[src/logic/lfs_defs.vh]
// Overview of operation
// - Foldback lowers current reference to half nominal.
// - Thermistor trip faults until release threshold.
// - Latching variant also needs supply clear.
// - Blank thermistor trip 250 us after start.
// - Brown-out after 25 ms low flag.
// - Resume when line high and supply started.
// - Brown-out recovery requests start-up current.
// - Die over-temperature stops until release.
// - Check sense impedance at start, max on-time.
// - Ground-loss for 200 us stops drive.
// - Listed severe conditions enter fault mode.
// - Fault mode suppresses all drive pulses.
// - Latching fault clears on supply clear.
// - Auto-recovery waits 4 s, then supply start.
// - Variant selects latching or auto-recovery policy.
// - Auxiliary short after 90 ms without pulse.
// - Diode short after four consecutive overshoots.
`ifndef LFS_DEFS_VH
`define LFS_DEFS_VH
`define LFS_CLK_MHZ 100
`define LFS_BLANK_US 250
`define LFS_BLANK_CYC (`LFS_BLANK_US * `LFS_CLK_MHZ)
`define LFS_BO_MS 25
`define LFS_BO_CYC (`LFS_BO_MS * 1000 * `LFS_CLK_MHZ)
`define LFS_GND_US 200
`define LFS_GND_CYC (`LFS_GND_US * `LFS_CLK_MHZ)
`define LFS_AUX_MS 90
`define LFS_AUX_CYC (`LFS_AUX_MS * 1000 * `LFS_CLK_MHZ)
`define LFS_AR_S 4
`define LFS_AR_CYC (`LFS_AR_S * 1000000 * `LFS_CLK_MHZ)
`define LFS_MAXON_US 36
`define LFS_MAXON_CYC (`LFS_MAXON_US * `LFS_CLK_MHZ)
`define LFS_SCP_COUNT 3'h4
`define LFS_NSYNC 12
`define LFS_REF_FULL 8'hFF
`define LFS_REF_HALF 8'h80
`define LFS_CNT_W 32
`endif

[src/logic/lfs_supervisor.v]
`timescale 1ns/1ps
`include "lfs_defs.vh"
// Fault supervisor: gates drive pulses, scales the current reference.
module lfs_supervisor #(
   parameter [`LFS_CNT_W-1:0] BO_CYC = `LFS_BO_CYC,
   parameter [`LFS_CNT_W-1:0] AUX_CYC = `LFS_AUX_CYC,
   parameter [`LFS_CNT_W-1:0] AR_CYC = `LFS_AR_CYC
) (
   // Clock and reset (reset is the supply clear level).
   input wire ref_clk,
   input wire nrst,
   // Static variant strap: 1 selects latching policy.
   input wire latching_variant,
   // Supply comparators.
   input wire supply_start_level,
   input wire supply_ovp,
   // Thermistor pin comparators.
   input wire foldback_start_level,
   input wire foldback_stop_level,
   input wire [7:0] foldback_frac,
   input wire otp_trip,
   input wire otp_release,
   input wire thermistor_pin_overvoltage,
   // Line sense comparators.
   input wire brownout_low_level,
   input wire brownout_high_level,
   // Die temperature comparators.
   input wire die_overtemp,
   input wire die_overtemp_release,
   // Current sense and pin checks.
   input wire cs_low_impedance,
   input wire cs_over_stop,
   input wire ground_loss,
   input wire zcd_above_short,
   // Switching events from the modulator.
   input wire period_start,
   input wire drive_request,
   // Outputs.
   output reg drive_enable_q,
   output reg [7:0] current_ref_q,
   output reg startup_supply_current_q,
   output reg fault_q,
   output reg die_overtemp_fault_q,
   output reg diode_winding_short_fault_q,
   output reg auxiliary_short_fault_q,
   output reg brownout_q
);
   ////////////////////////////////////////////////////////////////////////
   // Synchronisation.
   wire [`LFS_NSYNC-1:0] s;
   lfs_sync u_sync (
      .ref_clk(ref_clk),
      .nrst(nrst),
      .raw({supply_start_level, supply_ovp, otp_trip, otp_release,
            thermistor_pin_overvoltage, brownout_low_level,
            brownout_high_level, die_overtemp, die_overtemp_release,
            cs_low_impedance, cs_over_stop, ground_loss}),
      .sync_q(s)
   );
   // Named views of the synchronised flags.
   wire s_start = s[11];
   wire s_ovp = s[10];
   wire s_otp = s[9];
   wire s_otp_rel = s[8];
   wire s_pin_ovp = s[7];
   wire s_bo_low = s[6];
   wire s_bo_high = s[5];
   wire s_tsd = s[4];
   wire s_tsd_rel = s[3];
   wire s_cs_low = s[2];
   wire s_cs_stop = s[1];
   wire s_gnd = s[0];

   // Saturating increment shared by every qualification timer.
   function [`LFS_CNT_W-1:0] inc_sat;
      input [`LFS_CNT_W-1:0] v;
      begin
         inc_sat = (v == {`LFS_CNT_W{1'b1}}) ? v : v + 1'b1;
      end
   endfunction

   ////////////////////////////////////////////////////////////////////////
   // State.
   reg latch_mode_q; // Captured variant.
   reg started_q; // Supply has reached its start level once.
   reg start_prev_q; // For the start edge.
   reg [`LFS_CNT_W-1:0] blank_q, bo_q, gnd_q, aux_q, ar_q, on_q;
   reg [2:0] scp_q; // Consecutive overshoot periods.
   reg ovshoot_q; // Overshoot seen in current period.
   reg otp_q; // Thermistor over-temperature latched.
   reg latched_q; // A latching fault is held.
   reg auto_q; // An auto-recovery fault is timing out.
   reg cs_fault_q, gnd_fault_q; // Pin connection faults.
   reg chk_q; // Impedance check pending.

   wire start_rise = s_start & ~start_prev_q;
   wire blanked = (blank_q != 32'h0);
   wire new_otp = s_otp & ~blanked;
   wire new_aux = (aux_q >= AUX_CYC);
   wire new_scp = (scp_q >= `LFS_SCP_COUNT);
   // Latching variant latches thermistor, pin OVP and both shorts.
   wire latch_ev = latch_mode_q &
      (new_otp | s_pin_ovp | new_aux | new_scp);
   // Remaining events auto-recover; all events do in the other variant.
   wire auto_ev = s_ovp | s_tsd | (~latch_mode_q &
      (new_otp | s_pin_ovp | new_aux | new_scp));
   wire any_fault = latched_q | auto_q | otp_q | die_overtemp_fault_q |
      brownout_q | cs_fault_q | gnd_fault_q;

   ////////////////////////////////////////////////////////////////////////
   // Timers, fault latches and policy.
   always @(posedge ref_clk) begin
      if (!nrst) begin
         // Supply clear: every latched fault is released here.
         latch_mode_q <= 1'b0;
         started_q <= 1'b0;
         start_prev_q <= 1'b0;
         blank_q <= 32'h0;
         bo_q <= 32'h0;
         gnd_q <= 32'h0;
         aux_q <= 32'h0;
         ar_q <= 32'h0;
         on_q <= 32'h0;
         scp_q <= 3'h0;
         ovshoot_q <= 1'b0;
         otp_q <= 1'b0;
         latched_q <= 1'b0;
         auto_q <= 1'b0;
         cs_fault_q <= 1'b0;
         gnd_fault_q <= 1'b0;
         chk_q <= 1'b1;
         die_overtemp_fault_q <= 1'b0;
         diode_winding_short_fault_q <= 1'b0;
         auxiliary_short_fault_q <= 1'b0;
         brownout_q <= 1'b0;
         startup_supply_current_q <= 1'b1;
      end else begin
         start_prev_q <= s_start;
         // Strap is followed until the supply first starts, then held.
         if (!started_q)
            latch_mode_q <= latching_variant;
         if (start_rise) begin
            started_q <= 1'b1;
            blank_q <= `LFS_BLANK_CYC;
            chk_q <= 1'b1;
         end else if (blanked) begin
            blank_q <= blank_q - 1'b1;
         end
         // Thermistor trip holds until release level.
         if (new_otp)
            otp_q <= 1'b1;
         else if (s_otp_rel && !latched_q)
            otp_q <= 1'b0;
         // Pin over-voltage acts at once through the policy terms below.
         // Brown-out qualification and recovery.
         bo_q <= s_bo_low ? inc_sat(bo_q) : 32'h0;
         if (bo_q > BO_CYC)
            brownout_q <= 1'b1;
         else if (brownout_q && s_bo_high && s_start)
            brownout_q <= 1'b0;
         startup_supply_current_q <= (bo_q > BO_CYC) |
            (brownout_q & ~s_start) | ~started_q;
         // Die over-temperature with hysteresis.
         if (s_tsd)
            die_overtemp_fault_q <= 1'b1;
         else if (s_tsd_rel)
            die_overtemp_fault_q <= 1'b0;
         // Impedance check at start and after max on-time.
         on_q <= drive_enable_q ? inc_sat(on_q) : 32'h0;
         if (on_q == `LFS_MAXON_CYC)
            chk_q <= 1'b1;
         if (chk_q && started_q) begin
            chk_q <= 1'b0;
            if (s_cs_low)
               cs_fault_q <= 1'b1;
         end
         // Ground loss persistence.
         gnd_q <= s_gnd ? inc_sat(gnd_q) : 32'h0;
         if (gnd_q >= `LFS_GND_CYC)
            gnd_fault_q <= 1'b1;
         // Auxiliary short timer counts only while operating.
         if (zcd_above_short)
            aux_q <= 32'h0;
         else if (drive_enable_q)
            aux_q <= inc_sat(aux_q);
         auxiliary_short_fault_q <= auxiliary_short_fault_q | new_aux;
         // Overshoot per switching period.
         if (period_start) begin
            scp_q <= ovshoot_q ? scp_q + 3'h1 : 3'h0;
            ovshoot_q <= s_cs_stop;
         end else if (s_cs_stop) begin
            ovshoot_q <= 1'b1;
         end
         diode_winding_short_fault_q <= diode_winding_short_fault_q | new_scp;
         // Policy.
         if (latch_ev)
            latched_q <= 1'b1;
         if (auto_ev) begin
            auto_q <= 1'b1;
            ar_q <= 32'h0;
            aux_q <= 32'h0;
            scp_q <= 3'h0;
         end else if (auto_q) begin
            ar_q <= inc_sat(ar_q);
            if (ar_q >= AR_CYC && s_start) begin
               auto_q <= 1'b0;
               // A latched short keeps its flag, and a new short wins
               // over the release in the same cycle.
               auxiliary_short_fault_q <= new_aux |
                  (latch_mode_q & auxiliary_short_fault_q);
               diode_winding_short_fault_q <= new_scp |
                  (latch_mode_q & diode_winding_short_fault_q);
            end
         end
      end
   end

   ////////////////////////////////////////////////////////////////////////
   // Outputs: drive gating and foldback reference.
   always @(posedge ref_clk) begin
      if (!nrst) begin
         drive_enable_q <= 1'b0;
         fault_q <= 1'b0;
         current_ref_q <= `LFS_REF_FULL;
      end else begin
         fault_q <= any_fault;
         drive_enable_q <= drive_request & started_q & ~any_fault &
            ~auto_ev & ~latch_ev;
         // Linear foldback between start and stop, floor at half.
         if (foldback_stop_level)
            current_ref_q <= `LFS_REF_HALF;
         else if (foldback_start_level)
            current_ref_q <= (foldback_frac < `LFS_REF_HALF) ?
               `LFS_REF_HALF : foldback_frac;
         else
            current_ref_q <= `LFS_REF_FULL;
      end
   end
endmodule // lfs_supervisor

[src/logic/lfs_sync.v]
`timescale 1ns/1ps
`include "lfs_defs.vh"
// Two-stage synchroniser for a bundle of comparator flags.
module lfs_sync (
   // Clock and reset.
   input wire ref_clk,
   input wire nrst,
   // Raw and synchronised flags.
   input wire [`LFS_NSYNC-1:0] raw,
   output reg [`LFS_NSYNC-1:0] sync_q
);
   reg [`LFS_NSYNC-1:0] meta_q; // First stage, read only by sync_q.

   // Stage one feeds stage two and nothing else.
   always @(posedge ref_clk) begin
      if (!nrst) begin
         meta_q <= {`LFS_NSYNC{1'b0}};
         sync_q <= {`LFS_NSYNC{1'b0}};
      end else begin
         meta_q <= raw;
         sync_q <= meta_q;
      end
   end
endmodule // lfs_sync
[config.mk]
export PLATFORM = sky130hd
export DESIGN_NAME = lfs_supervisor
export DESIGN_NICKNAME = d
export VERILOG_FILES = /design/src/logic/lfs_supervisor.v /design/src/logic/lfs_sync.v
export VERILOG_INCLUDE_DIRS = /design/src /design/src/logic
export SDC_FILE = /design/constraint.sdc
export NUM_CORES = 1
export LEC_CHECK = 0
export ABC_AREA = 1
export BUFFER_PORTS_ARGS = -buffer_cell sky130_fd_sc_hd__buf_4
export CORE_AREA = 2 2 183 185
export CTS_CLUSTER_DIAMETER = 60
export DETAILED_ROUTE_END_ITERATION = 7
export DIE_AREA = 0 0 185 187
export PLACE_DENSITY = 0.56
export REMOVE_ABC_BUFFERS = 1
export SETUP_SLACK_MARGIN = 0.2
export SLEW_MARGIN = 20
export SYNTH_ARGS = -nofsm -noshare
export SYNTH_HDL_FRONTEND = slang
export SYNTH_HIERARCHICAL = 1
export SYNTH_SLANG_ARGS = --single-unit
[constraint.sdc]
create_clock -name ref_clk -period 1.9 [get_ports ref_clk]
set_input_delay 0.285 -clock ref_clk [delete_from_list [all_inputs] [get_ports ref_clk]]
set_output_delay 0.285 -clock ref_clk [all_outputs]
set_load 0.01 [all_outputs]
## Word level (Yosys, flattened, before mapping)

Cells that the tools add are included.

- Input port bits: 28
- Register bits after elaboration: 244

- Bitwise gates (word level): 40
- Reduce and logical (&&, ||, !) cells: 23
- Mux-type cells: 26
- Order comparisons: 6
- Add/sub/neg operators: 7
- Equality and inequality tests: 6

Operators with widths:

| operator | count |
|---|---|
| $add 32x1->32 const B | 5 |
| $eq 32x32->1 const B | 5 |
| $eq 32x12->1 const B | 1 |
| $ge 32x15->1 const B | 1 |
| $ge 32x24->1 const B | 1 |
| $ge 32x29->1 const B | 1 |
| $gt 32x22->1 const B | 1 |
| $reduce_bool 32->1 | 1 |
| $sub 32x1->32 const B | 1 |
| $mux 15 | 2 |
| $mux 7 | 3 |
| $mux 1 | 20 |
| $or 1x1->1 | 17 |
| $not 1->1 | 12 |
| $reduce_and 2->1 | 6 |
| $and 1x1->1 | 11 |
| $reduce_bool 2->1 | 5 |
| $lt 8x8->1 const B | 1 |
| $logic_and 1x1->1 | 5 |
| $reduce_or 2->1 | 2 |
| $reduce_or 4->1 | 1 |
| $add 3x1->3 const B | 1 |
| $ge 3x3->1 const B | 1 |
| $mux 3 | 1 |
| other kinds (3) | 3 |

## Depth between registers and ports, before layout

Gate-level depths: netlist of run 1.

- Depth in word-level cells: 11
- Depth in mapped cells: 14

## By module

The synthesis of run 1 kept the hierarchy.

By module, submodules not included:

| module | area an instance (µm²) | instances | cells each |
|---|---|---|---|
| lfs_supervisor | 12,208.0 | 1 | 1,793 |
| lfs_sync | 683.2 | 1 | 74 |

## Worst setup path before layout of run 1

Ideal clock, no wire load.

- Kind: reg2reg
- Start: register bo_q[1]
- End: register bo_q[20]
- Path buffers: 0
- Cell stages (with the launch flop): 13
- Arrival: 1.635 ns
- Slack: 0.155 ns
- Setup time: 0.110 ns
- Cells stage by stage: dfxtp_1 > ha_1 > nand2_1 > nor3_2 > nand2_1 > nor2_2 > nand3_1 > nor2_1 > nand2_1 > nand4_1 > nand2_1 > nand3_1 > inv_1

- Cells in the longest elaborated chain, start to end: 1
- Elaborated cells between the ends (all ways): 2
- Classes of those cells: 1 x add/sub; 1 x eq/ne

Ends and longest elaborated chain:

| what | RTL line | RTL |
|---|---|---|
| start: declaration | lfs_supervisor.v:87 | `` reg [`LFS_CNT_W-1:0] blank_q, bo_q, gnd_q, aux_q, ar_q, on_q; `` |
| start signal: assignment | lfs_supervisor.v:156 | `bo_q <= s_bo_low ? inc_sat(bo_q) : 32'h0;` |
| $add 32x1->32 / $eq 32x32->1 (equally long branches) | lfs_supervisor.v:78 | `` inc_sat = (v == {`LFS_CNT_W{1'b1}}) ? v : v + 1'b1; `` |

Parallel ways exist; a longest one is shown, timed or not.
A chain may end at the register's enable or synchronous reset.

## Final worst setup path of run 1

- Start: register blank_q[24]
- End: register ar_q[17]

- Cells in the longest elaborated chain, start to end: 9

Ends and longest elaborated chain:

| what | RTL line | RTL |
|---|---|---|
| start: declaration | lfs_supervisor.v:87 |  |
| start signal: assignment | lfs_supervisor.v:144 | `` blank_q <= `LFS_BLANK_CYC; `` |
| start signal: assignment | lfs_supervisor.v:147 | `blank_q <= blank_q - 1'b1;` |
| $reduce_bool 32->1 | lfs_supervisor.v:97 | `wire blanked = (blank_q != 32'h0);` |
| $not 1->1 | lfs_supervisor.v:98 | `wire new_otp = s_otp & ~blanked;` |
| $and 1x1->1 | lfs_supervisor.v:98 |  |
| $or 1x1->1 (3 in series) | lfs_supervisor.v:106 | `(new_otp \| s_pin_ovp \| new_aux \| new_scp));` |
| $and 1x1->1 | lfs_supervisor.v:105 | `wire auto_ev = s_ovp \| s_tsd \| (~latch_mode_q &` |
| $or 1x1->1 | lfs_supervisor.v:105 |  |
| $reduce_or 2->1 (no line) | n/a |  |
| end signal: assignment | lfs_supervisor.v:204 | `ar_q <= inc_sat(ar_q);` |
| end: declaration | lfs_supervisor.v:87 |  |

Every way passes these cells.

==> qor.csv, run 1 <==
stage,metric,value,unit
pwr,leak pwr,0.00782,uW
floorplan,Core ar.,32900,um2
worst_setup_path,Critical Path RT,2.29,ns
timing,Clock Skews,0.0211,ns
clocking,Clock Sinks,244,
grt,GRT met3 Usage,2.86,%
grt,Global Route Usage Sum,20.5,%
route,post-DR wirelength/cell,14.4,um
timing,Tcrit/Tclk final,99.6,%
cells_and_area,Final Non-Filler Cells,2597,
grt,initial antenna violation count,0,
clocking,total CTS buffers,34,
timing,slew margin rel.,47.6,%
route,Final Routed Wirelength,37.5,mm
floorplan,Die Area,34600,um2
cells_and_area,post-layout util,57.0,%
timing,max-slew violations,0,
worst_setup_path,worst-path fanout max,8,
timing,RSZ-0062 raised after global routing,true,
route,Vias/cell,4.96,
timing,Final Hold Violating Endpoints,0,
timing,final setup violation count,0,
timing,Tmin final,1.89,ns
clocking,CTS tree,done,
cells_and_area,Area growth syn-to-layout,45.3,%
logic_synthesis,Synth Area per Inst,6.90,um2
logic_synthesis,sequential area share after synthesis,37.9,%
clocking,clk_lat worst skew,0.51,ns
floorplan,Initial Util,39.2,%
route,post-route ant nets,0,
worst_setup_path,Crit Path Category,reg2reg,
logic_synthesis,instance count of the mapped netlist,1867,
pwr,total power per unit cell area,944,nW/um2
clocking,H-Tree Depth,2,
outcome,status,completed,
placement,gpl congestion,0.875,
floorplan,die width,185,um
worst_setup_path,Worst setup SP type,register,
cells_and_area,register area,5040,um2
route,TritonRoute pass-1 iters,5,
clocking,clock-pin slew on the worst setup and hold paths,0.06,ns
cells_and_area,# diodes,0,
timing,Fin Setup TNS,0,ns
cells_and_area,filler cell count in the final layout,2981,
grt,"Most Used Layer, Global Route",met2,
route,First DRT Iteration DRCs,780,
worst_hold_path,Min-Delay Path Class,in2reg,
logic_synthesis,number of distinct library cells after synthesis,53,
floorplan,die height,187,um
timing,Achievable Freq,529,MHz
job,Max Cap Viol,0,
worst_setup_path,Crit path arrival time,2.28,ns
grt,GR Layer Usage met1,27.7,%
clocking,CTS Buffer Depth,3,
route,via count,12900,
placement,dpl cells,2429,
route,drt drc,0,
floorplan,row count,67,
logic_synthesis,"Cell Area, Synth",12900,um2
grt,grt met2 use,34.2,%
clocking,clock root buffer,clkbuf_16,
cells_and_area,multi-input gate area in the final layout,8660,um2
placement,Port Buffers,42,
pwr,peak supply drop,0.849,mV
placement,HPWL after DPL,25.0,mm
logic_synthesis,number of synthesized register bits,244,
worst_setup_path,Worst setup EP type,register,
grt,grt ovf,0,
cells_and_area,Nets,2173,
grt,number of global-route vias before repair,12200,
cells_and_area,layout cell share with drive strength beyond 1,37.3,%
grt,first-pass GRT wire length,58.9,mm
timing,hold slack,0.0228,ns
timing,Worst-Margin Slew,0.785,ns
grt,largest net degree at the start of global routing,23,
logic_synthesis,YS warnings,6,
floorplan,io pins,43,
[through the flow]
step	power [uW]	setup slack, ns	instance area, um2
after floorplan	8320	-0.212	12700
after global placement	9580	0.0108	14400
after detailed placement	9540	-0.00430	14400
after CTS	16600	0.114	16700
after global routing	18600	-0.104	18700
final	17700	0.00843	18700
[area by class of cell]
| type | count | area share [%] |
|---|---|---|
| Clock buffer | 42 | 4.98 |
| Inverter | 246 | 5.19 |
| Clock inverter | 12 | 0.795 |
| Multi-Input combinational cell | 1340 | 46.3 |
| Sequential cell | 244 | 26.9 |
| Timing Repair Buffer | 261 | 12.6 |
| Timing Repair inverter | 4 | 0.267 |
| Tap cell | 448 | 2.99 |
[synth_stat cells, drive strengths merged]
| master | number | area share (%) |
|---|---|---|
| dfxtp | 244 | 38 |
| a21o | 1 | 0.058 |
| nand3 | 77 | 3.3 |
| nand4 | 52 | 2.6 |
| nor3b | 12 | 0.85 |
| nand3b | 2 | 0.12 |
| conb | 1 | 0.029 |
| nand2 | 428 | 13 |
| and3 | 2 | 0.097 |
| xnor2 | 42 | 2.9 |
| nor2 | 295 | 9.0 |
| clkinv | 2 | 0.058 |
| nor3 | 87 | 3.9 |
| a31oi | 16 | 0.78 |
| o2111ai | 1 | 0.068 |
| clkbuf | 16 | 0.49 |
| o21bai | 1 | 0.058 |
| o21ai | 79 | 3.1 |
| o31ai | 2 | 0.12 |
| o211ai | 2 | 0.12 |
| ha | 14 | 1.4 |
| a21oi | 85 | 3.3 |
| or2 | 5 | 0.24 |
| a41oi | 1 | 0.068 |
| or3 | 1 | 0.049 |
| a211oi | 2 | 0.12 |
| a31o | 1 | 0.068 |
| and2 | 1 | 0.049 |
| buf | 22 | 1.3 |
| nor4 | 46 | 2.4 |
| xor2 | 83 | 5.6 |
| inv | 244 | 7.2 |
[report_power, final]
part / total (uW) / internal, uW / switching (uW)
Combinational: 5620 / 2560 / 3050
Clock: 6200 / 3870 / 2330
Sequential: 5870 / 5490 / 379
[logic make-up (layout without fill, tap and decap cells)]
family | Yosys count | after routing | share of synthesized area, %
xor gates and xnor gates | 125 | 125 | 8.49
and+or+nand+nor | 1008 | 1009 | 35.4
DFF | 244 | 244 | 37.9
buffers and inverters | 284 | 565 | 9.02
adders and majority gates | 14 | 14 | 1.36
other | 1 | 1 | 0.0291
AOI/OAI and AO/OA | 191 | 191 | 7.84
[per-layer routing]
layer	part of all wire [%]	vias to the layer above
li1	-	6546
met1	45	6008
met2	48	263
met3	4.4	76
met4	2.4	0
met5	0	-
[cells in the final DEF, fill, tap and decap left out, drive strengths merged, types with 2 or more instances in the layout]
cell type / instances
a211oi: 2
a21oi: 85
a31oi: 16
and3: 2
buf: 248
bufinv: 4
clkbuf: 45
clkinv: 10
dfxtp: 244
dlygate4sd3: 9
ha: 14
inv: 247
nand2: 429
nand3: 77
nand3b: 2
nand4: 52
nor2: 295
nor3: 87
nor3b: 12
nor4: 46
o211ai: 2
o21ai: 79
o31ai: 2
or2: 5
xnor2: 42
xor2: 83
[state kept, by name (all words and copies together) (netlist names), 3 cells and up]
| register | flops |
|---|---|
| u_sync/sync_q | 12 |
| gnd_q | 32 |
| current_ref_q | 8 |
| ar_q | 32 |
| blank_q | 32 |
| bo_q | 32 |
| u_sync/meta_q | 12 |
| on_q | 32 |
| scp_q | 3 |
| aux_q | 32 |
[worst paths after layout]
| path | start | endpoint | slack [ns] | cells after the start |
|---|---|---|---|---|
| max | blank_q[24] | ar_q[17] | 0.008 | 12 |
| min | brownout_high_level | u_sync/meta_q[5] | 0.02 | 3 |
| max reg2reg | blank_q[24] | ar_q[17] | 0.008 | 12 |
| min reg2reg | u_sync/meta_q[0] | u_sync/sync_q[0] | 0.41 | 2 |
[worst max-delay path, cell delays in order, from the launching register on]
cell,delay [ns]
dfxtp_2,0.34
nor2_2,0.14
nand2_1,0.10
nor2_2,0.16
nand2_2,0.08
nor2_4,0.17
a21oi_2,0.08
nand2_2,0.11
nand2_4,0.08
buf_12,0.13
nand3_4,0.12
clkbuf_16,0.21
a21oi_2,0.04
[timing repair]
item | CTS | global route
gates cloned | 9 | 4
hold buffers | 9 | 0
pin swaps | 50 | 138
buffers inserted | 54 | 38
endpoints found under the hold margin | 9 | 0
setup endpoints to repair | 169 | 195
resized for setup | 161 | 506
No activity file was read; power rests on OpenSTA's default activity.
==> run 2: changes to the inputs <==
Settings changed: CTS_BUF_LIST from default to sky130_fd_sc_hd__clkbuf_8, TNS_END_PERCENT from default to 1.
==> run 2 against run 1 <==
Against the previous run:
- global-route usage fell by 0.81 points
- power shrank 14%
- fmax up 3.3%
- worst hold slack better by 0.022 ns
- critical path type unchanged
- critical endpoint is now ar_q[1]
- largest cell class unchanged
==> qor.csv, run 2 (same netlist as run 1, synthesis figures left out) <==
stage,metric,value,unit,change
cells_and_area,most frequent cells in the layout,"nand2_1 (407), nor2_1 (253), inv_1 (248)",,"was nand2_1 (369), inv_1 (218), buf_4 (200)"
floorplan,Die Area,34600,um2,unchanged
route,post-DR wirelength/cell,13.5,um,was 14.4 um
route,post-route ant nets,0,,unchanged
timing,Achievable Freq,546,MHz,was 529 MHz
cells_and_area,"most common cell after layout, fill and taps aside",nand2_1,,unchanged
clocking,clock root buffer,clkbuf_8,,was clkbuf_16
timing,Worst-Margin Slew,0.583,ns,was 0.785 ns
pwr,Flop pwr share,38.3,%,was 33.2%
grt,number of global-route vias before repair,11900,,was 12200
worst_setup_path,Worst setup EP type,register,,unchanged
outcome,status,completed,,unchanged
clocking,clk_lat worst skew,0.60,ns,was 0.51 ns
cells_and_area,Nets,2121,,was 2173
grt,initial antenna violation count,0,,unchanged
timing,Tcrit/Tclk final,96.3,%,was 99.6%
worst_setup_path,Crit Path Category,reg2reg,,unchanged
clocking,H-Tree Depth,2,,unchanged
timing,max-slew violations,0,,unchanged
clocking,clock-pin slew on the worst setup and hold paths,0.06,ns,about the same
timing,slew margin rel.,61.0,%,was 47.6%
worst_setup_path,Worst setup SP type,register,,unchanged
route,TritonRoute pass-1 iters,5,,unchanged
clocking,Clock Sinks,244,,unchanged
worst_setup_path,worst-path fanout max,8,,unchanged
worst_setup_path,Critical Path RT,2.34,ns,was 2.29 ns
pwr,peak supply drop,0.667,mV,was 0.849 mV
route,Final Routed Wirelength,34.5,mm,was 37.5 mm
clocking,CTS Buffer Depth,3,,unchanged
route,via count,12500,,was 12900
floorplan,die width,185,um,unchanged
pwr,internal cell power,10100,uW,was 11900 uW
route,Vias/cell,4.88,,was 4.96
timing,Clock Skews,0.0487,ns,was 0.0211 ns
placement,HPWL after DPL,25.0,mm,unchanged
clocking,CTS tree,done,,unchanged
worst_setup_path,CP Launch Point,blank_q[24],,unchanged
grt,Global Route Usage Sum,19.7,%,was 20.5%
worst_hold_path,Min-Delay Path Class,in2reg,,unchanged
timing,Fin Setup TNS,0,ns,unchanged
cells_and_area,post-layout util,49.7,%,was 57.0%
floorplan,row count,67,,unchanged
timing,Tmin final,1.83,ns,was 1.89 ns
pwr,leak pwr,0.00696,uW,was 0.00782 uW
cells_and_area,cell area after layout,16300,um2,was 18700 um2
pwr,combinational share of power,27.9,%,was 31.7%
floorplan,io pins,43,,unchanged
cells_and_area,# diodes,0,,unchanged
placement,cell area after placement,14400,um2,unchanged
cells_and_area,register area,4920,um2,was 5040 um2
timing,Final Hold Violating Endpoints,0,,unchanged
floorplan,Core ar.,32900,um2,unchanged
pwr,Final Total Pwr,15300,uW,was 17700 uW
cells_and_area,layout cell share with drive strength beyond 1,18.6,%,was 37.3%
timing,final setup violation count,0,,unchanged
route,drt drc,0,,unchanged
job,Max Cap Viol,0,,unchanged
floorplan,die height,187,um,unchanged
floorplan,Initial Util,39.2,%,unchanged
cells_and_area,multi-input gate area in the final layout,7180,um2,was 8660 um2
grt,grt ovf,0,,unchanged
cells_and_area,Area growth syn-to-layout,26.6,%,was 45.3%
grt,first-pass GRT wire length,56.7,mm,was 58.9 mm
pwr,Net Switching,5160,uW,was 5770 uW
worst_hold_path,min-delay src,nrst,,was brownout_high_level
worst_setup_path,Crit path arrival time,2.27,ns,was 2.28 ns
placement,gpl congestion,0.875,,unchanged
grt,largest net degree at the start of global routing,26,,was 23
pwr,total power per unit cell area,936,nW/um2,was 944 nW/um2
route,First DRT Iteration DRCs,720,,was 780
clocking,total CTS buffers,47,,was 34
pwr,Net Sw Frac,33.8,%,was 32.6%
worst_setup_path,Critical R2R Launch,blank_q[24],,unchanged
timing,RSZ-0062 raised after global routing,true,,unchanged
cells_and_area,filler cell count in the final layout,3266,,was 2981
pwr,clock power share,33.8,%,was 35.1%
placement,Port Buffers,42,,unchanged
==> run 2: power groups by stage <==
stage                     Sequential, uW  Combinational [uW]  Clock, uW
after floorplan                     5820                2500          0
after global placement              5870                3710          0
after detailed placement            5870                3670          0
after CTS                           5780                3860       5350
after global routing                5900                4770       5560
final                               5850                4270       5160
==> run 2: area by class of cell <==
| class | count | share of cell area, % |
|---|---|---|
| Inverter | 246 | 5.77 |
| Sequential cell | 244 | 30.1 |
| Timing Repair Buffer | 200 | 10.9 |
| Tap cell | 448 | 3.43 |
| Multi-Input combinational cell | 1339 | 44.0 |
| Clock buffer | 57 | 4.81 |
| Clock inverter | 25 | 0.966 |
| Timing Repair inverter | 1 | 0.0460 |
==> run 2: stage by stage <==
step,worst slack (ns),hold slack (ns),instances
2_1_floorplan,-0.212,0.354,1829
3_3_place_gp,0.0108,0.394,2429
3_5_place_dp,-0.00430,0.396,2429
4_1_cts,0.0567,0.00423,2552
5_1_grt,-0.0415,0.0483,2560
6_report,0.0696,0.0448,2560
==> run 2: final timing paths <==
kind	to	slack (ns)	depth (start not counted)
setup / recovery	ar_q[1]	0.07	12
hold / removal	u_sync/meta_q[8]	0.04	4
setup reg to reg	ar_q[1]	0.07	12
hold reg to reg	u_sync/sync_q[0]	0.40	2
==> run 2: timing repair <==
| action | in CTS | in global routing |
|---|---|---|
| gates resized for setup | 20 | 106 |
| buffers inserted | 10 | 4 |
| setup endpoints to repair | 169 | 189 |
| gates cloned | 2 | 4 |
| pin swaps | 6 | 30 |
| hold buffers | 29 | 0 |
| hold endpoints to repair | 23 | 0 |
==> run 2: layer usage <==
layer	global-route usage (%)	share of wire (%)
met1	26.6	48
met2	32.5	46
met3	2.88	3.9
met4	6.14	2.4
met5	0	0
==> run 2: critical path, cell delays in order (launching register included) <==
cell,delay (ns)
dfxtp_1,0.35
nor2_2,0.14
nand2_1,0.10
nor2_2,0.15
nand2_2,0.08
nor2_4,0.15
a21oi_2,0.07
nand2_2,0.09
nand2_4,0.07
buf_6,0.13
nand3_4,0.12
clkbuf_16,0.18
a21oi_1,0.04
==> run 3: changes to the inputs <==
Settings changed: ABC_AREA 1 to 0, CORE_AREA 2 2 183 185 to 2 2 177 179, DIE_AREA 0 0 185 187 to 0 0 179 181.
==> run 3 against run 2 <==
Against the previous run:
- the flow now finishes with violations (setup timing)
- via count fell by 2.1%
- sequential share of layout area fell by 0.49 points
- critical endpoint is now blank_q[12]
- clock power hardly changed
- cell area increased by 2.3%
- power rose by 4.3%
- non-clock buffer count increased by 150
- largest power group unchanged
- sequential power decreased by 2%
==> qor.csv, run 3 <==
stage,metric,value,unit,change
cells_and_area,filler cell count in the final layout,2791,,was 3266
logic_synthesis,sequential area share after synthesis,40.4,%,was 37.9%
clocking,CTS tree,done,,unchanged
route,Vias/cell,5.59,,was 4.88
grt,initial antenna violation count,1,,was 0
outcome,failing checks,setup timing,,
floorplan,io pins,43,,unchanged
logic_synthesis,main area contributors after synthesis,"dfxtp_1 (40%), or4_1 (3.9%), a211oi_1 (3.5%)",,"was dfxtp_1 (38%), nand2_1 (12%), nor2_1 (8.3%)"
floorplan,Initial Util,39.8,%,was 39.2%
logic_synthesis,ys async rst share,0,%,unchanged
timing,max-slew violations,0,,unchanged
clocking,clock-pin slew on the worst setup and hold paths,0.06,ns,about the same
grt,grt ovf,0,,unchanged
worst_setup_path,critical-path cell list,or4_4 -> or3_4 -> or4_4 -> or3_1 -> a21oi_2,,was nor2_2 -> nand2_1 -> nor2_2 -> nand2_2 -> nor2_4 -> a21oi_2 -> nand2_2 -> nand2_4 -> buf_6 -> nand3_4 -> clkbuf_16 -> a21oi_1
grt,first-pass GRT wire length,56.4,mm,was 56.7 mm
route,post-route ant nets,0,,unchanged
timing,Clock Skews,0.0172,ns,was 0.0487 ns
worst_setup_path,Crit Path Category,reg2reg,,unchanged
grt,number of global-route vias before repair,11700,,was 11900
route,drt drc,0,,unchanged
timing,Achievable Freq,449,MHz,was 546 MHz
worst_setup_path,Worst setup SP type,register,,unchanged
logic_synthesis,Synth Area per Inst,8.44,um2,was 6.90 um2
route,TritonRoute pass-1 iters,5,,unchanged
floorplan,die height,181,um,was 187 um
cells_and_area,Area growth syn-to-layout,38.2,%,was 26.6%
worst_setup_path,"most used cell, CP",or4_4,,
cells_and_area,"most common cell after layout, fill and taps aside",buf_4,,was nand2_1
cells_and_area,Nets,1799,,was 2121
pwr,peak supply drop,0.689,mV,was 0.667 mV
logic_synthesis,Post-synth EDFFs,0,,unchanged
placement,HPWL after DPL,23.1,mm,was 25.0 mm
clocking,clk_lat worst skew,0.56,ns,was 0.60 ns
pwr,Final Total Pwr,15900,uW,was 15300 uW
clocking,clock root buffer,clkbuf_8,,unchanged
logic_synthesis,Synth top cells by count,"dfxtp_1 (244), nand2_1 (97), nor2_1 (90), o21ai_0 (84), a21oi_1 (77)",,"was nand2_1 (421), nor2_1 (284), dfxtp_1 (244), inv_1 (239), a21oi_1 (84)"
worst_setup_path,worst-path fanout max,4,,was 8
floorplan,Core ar.,30300,um2,was 32900 um2
placement,gpl congestion,0.856,,was 0.875
outcome,status,finished with violations,,was completed
clocking,total CTS buffers,46,,was 47
timing,final setup violation count,90,,was 0
logic_synthesis,"Cell Area, Synth",12100,um2,was 12900 um2
worst_setup_path,Crit path arrival time,2.70,ns,was 2.27 ns
floorplan,die width,179,um,was 185 um
logic_synthesis,instance count of the mapped netlist,1432,,was 1867
route,post-DR wirelength/cell,15.3,um,was 13.5 um
job,Max Cap Viol,0,,unchanged
logic_synthesis,post-synth top area cell,dfxtp_1,,unchanged
cells_and_area,most frequent cells in the layout,"buf_4 (309), dfxtp_1 (202), nand2_1 (94)",,"was nand2_1 (407), nor2_1 (253), inv_1 (248)"
logic_synthesis,number of distinct library cells after synthesis,75,,was 53
route,top layer in use,met4,,unchanged
floorplan,row count,64,,was 67
pwr,total power per unit cell area,955,nW/um2,was 936 nW/um2
route,met2 wire len,15.4,mm,was 15.9 mm
route,met1 WL,16.2,mm,was 16.4 mm
logic_synthesis,"Top FF cell, synth",dfxtp_1,,unchanged
clocking,# Post-CTS Setup Buffers,0,,was 10
route,met3 WL,1.10,mm,was 1.34 mm
timing,Setup WS post-layout,-0.325,ns,was 0.0696 ns
timing,RSZ-0062 raised after global routing,true,,unchanged
timing,Final Hold Violating Endpoints,0,,unchanged
timing,Worst-Margin Slew,0.673,ns,was 0.583 ns
grt,largest net degree at the start of global routing,52,,was 26
floorplan,Die Area,32400,um2,was 34600 um2
placement,Port Buffers,42,,unchanged
clocking,H-Tree Depth,2,,unchanged
grt,Global Route Usage Sum,20.7,%,was 19.7%
logic_synthesis,YS warnings,6,,unchanged
timing,Tmin final,2.23,ns,was 1.83 ns
worst_setup_path,Critical Path RT,2.38,ns,was 2.34 ns
route,Final Routed Wirelength,33.4,mm,was 34.5 mm
route,via count,12200,,was 12500
pwr,leak pwr,0.00616,uW,was 0.00696 uW
logic_synthesis,number of synthesized register bits,244,,unchanged
worst_setup_path,slowest CP cell,or4_4,,was dfxtp_1
cells_and_area,layout cell share with drive strength beyond 1,33.3,%,was 18.6%
logic_synthesis,most frequent cell after synthesis,dfxtp_1,,was nand2_1
worst_hold_path,Min-Delay Path Class,in2reg,,unchanged
timing,slew margin rel.,55.1,%,was 61.0%
worst_setup_path,Worst setup EP type,register,,unchanged
timing,Tcrit/Tclk final,117,%,was 96.3%
timing,hold slack,0.0428,ns,was 0.0448 ns
route,First DRT Iteration DRCs,660,,was 720
worst_setup_path,CP max stage delay,0.53,ns,was 0.35 ns
clocking,Clock Sinks,244,,unchanged
clocking,CTS Buffer Depth,3,,unchanged
logic_synthesis,Synth top area share,40.4,%,was 37.9%
==> run 3: cells by family after synthesis <==
family / synth area share [%]
and+or+nand+nor: 31.4
DFF: 40.4
AOI/OAI and AO/OA: 19.3
buffers and inverters: 3.86
xor gates and xnor gates: 2.61
other: 0.0310
muxes: 0.911
adders and majority gates: 1.45
==> run 3: cell type report <==
cell class,instances,area (um2),area share (%)
multi-input combinational,1082,7390,44.3
sequential,244,4950,29.6
timing repair buffer,350,2800,16.7
clock buffer,59,812,4.86
tap,396,495,2.97
clock inverter,24,128,0.764
inverter,33,124,0.742
antenna,1,2.50,0.0150
==> run 3: power breakdown <==
part           internal, uW  leakage, uW  switching, uW
clock                  2910     0.000547           2250
sequential             5490      0.00200            271
combinational          2530      0.00361           2500
total                 10900      0.00616           5020
==> run 3: through the flow <==
step	TNS, ns	setup WS (ns)	instance area, um2	cells	util [%]
after floorplan	-118.40	-1.59	11700	1359	-
after global placement	-21.51	-0.309	14800	2086	48.7
after detailed placement	-20.50	-0.326	14800	2086	48.7
after CTS	-19.97	-0.329	16400	2188	53.9
after global routing	-17.90	-0.358	16700	2188	55.0
final	-10.16	-0.325	16700	2189	55.0
==> run 3: worst max-delay path, delay by kind of cell, from the launching register on <==
family,cells,cell delay (ns)
AO/OA/AOI/OAI,1,0.11
flip-flops,1,0.33
AND/OR/NAND/NOR,4,1.71
==> run 3: routing by layer <==
layer | vias to the layer above | global-route usage (%)
met3 | 59 | 3.03
met4 | 0 | 6.31
met2 | 186 | 33.2
li1 | 6164 | -
met5 | - | 0
met1 | 5826 | 28.5
==> run 3: final timing paths <==
check	cells after the start	endpoint	slack, ns	startpoint
worst max-delay path	5	blank_q[12]	-0.33	blank_q[5]
worst min register to register	1	u_sync/sync_q[8]	0.44	u_sync/meta_q[8]
worst min-delay path	3	current_ref_q[5]	0.04	foldback_frac[5]
worst max register to register	5	blank_q[12]	-0.33	blank_q[5]
==> run 3: timing repair <==
action	CTS	global route
setup endpoints to repair	195	196
hold buffers	19	0
pin swaps	90	84
endpoints found under the hold margin	21	0
resized for setup	137	92
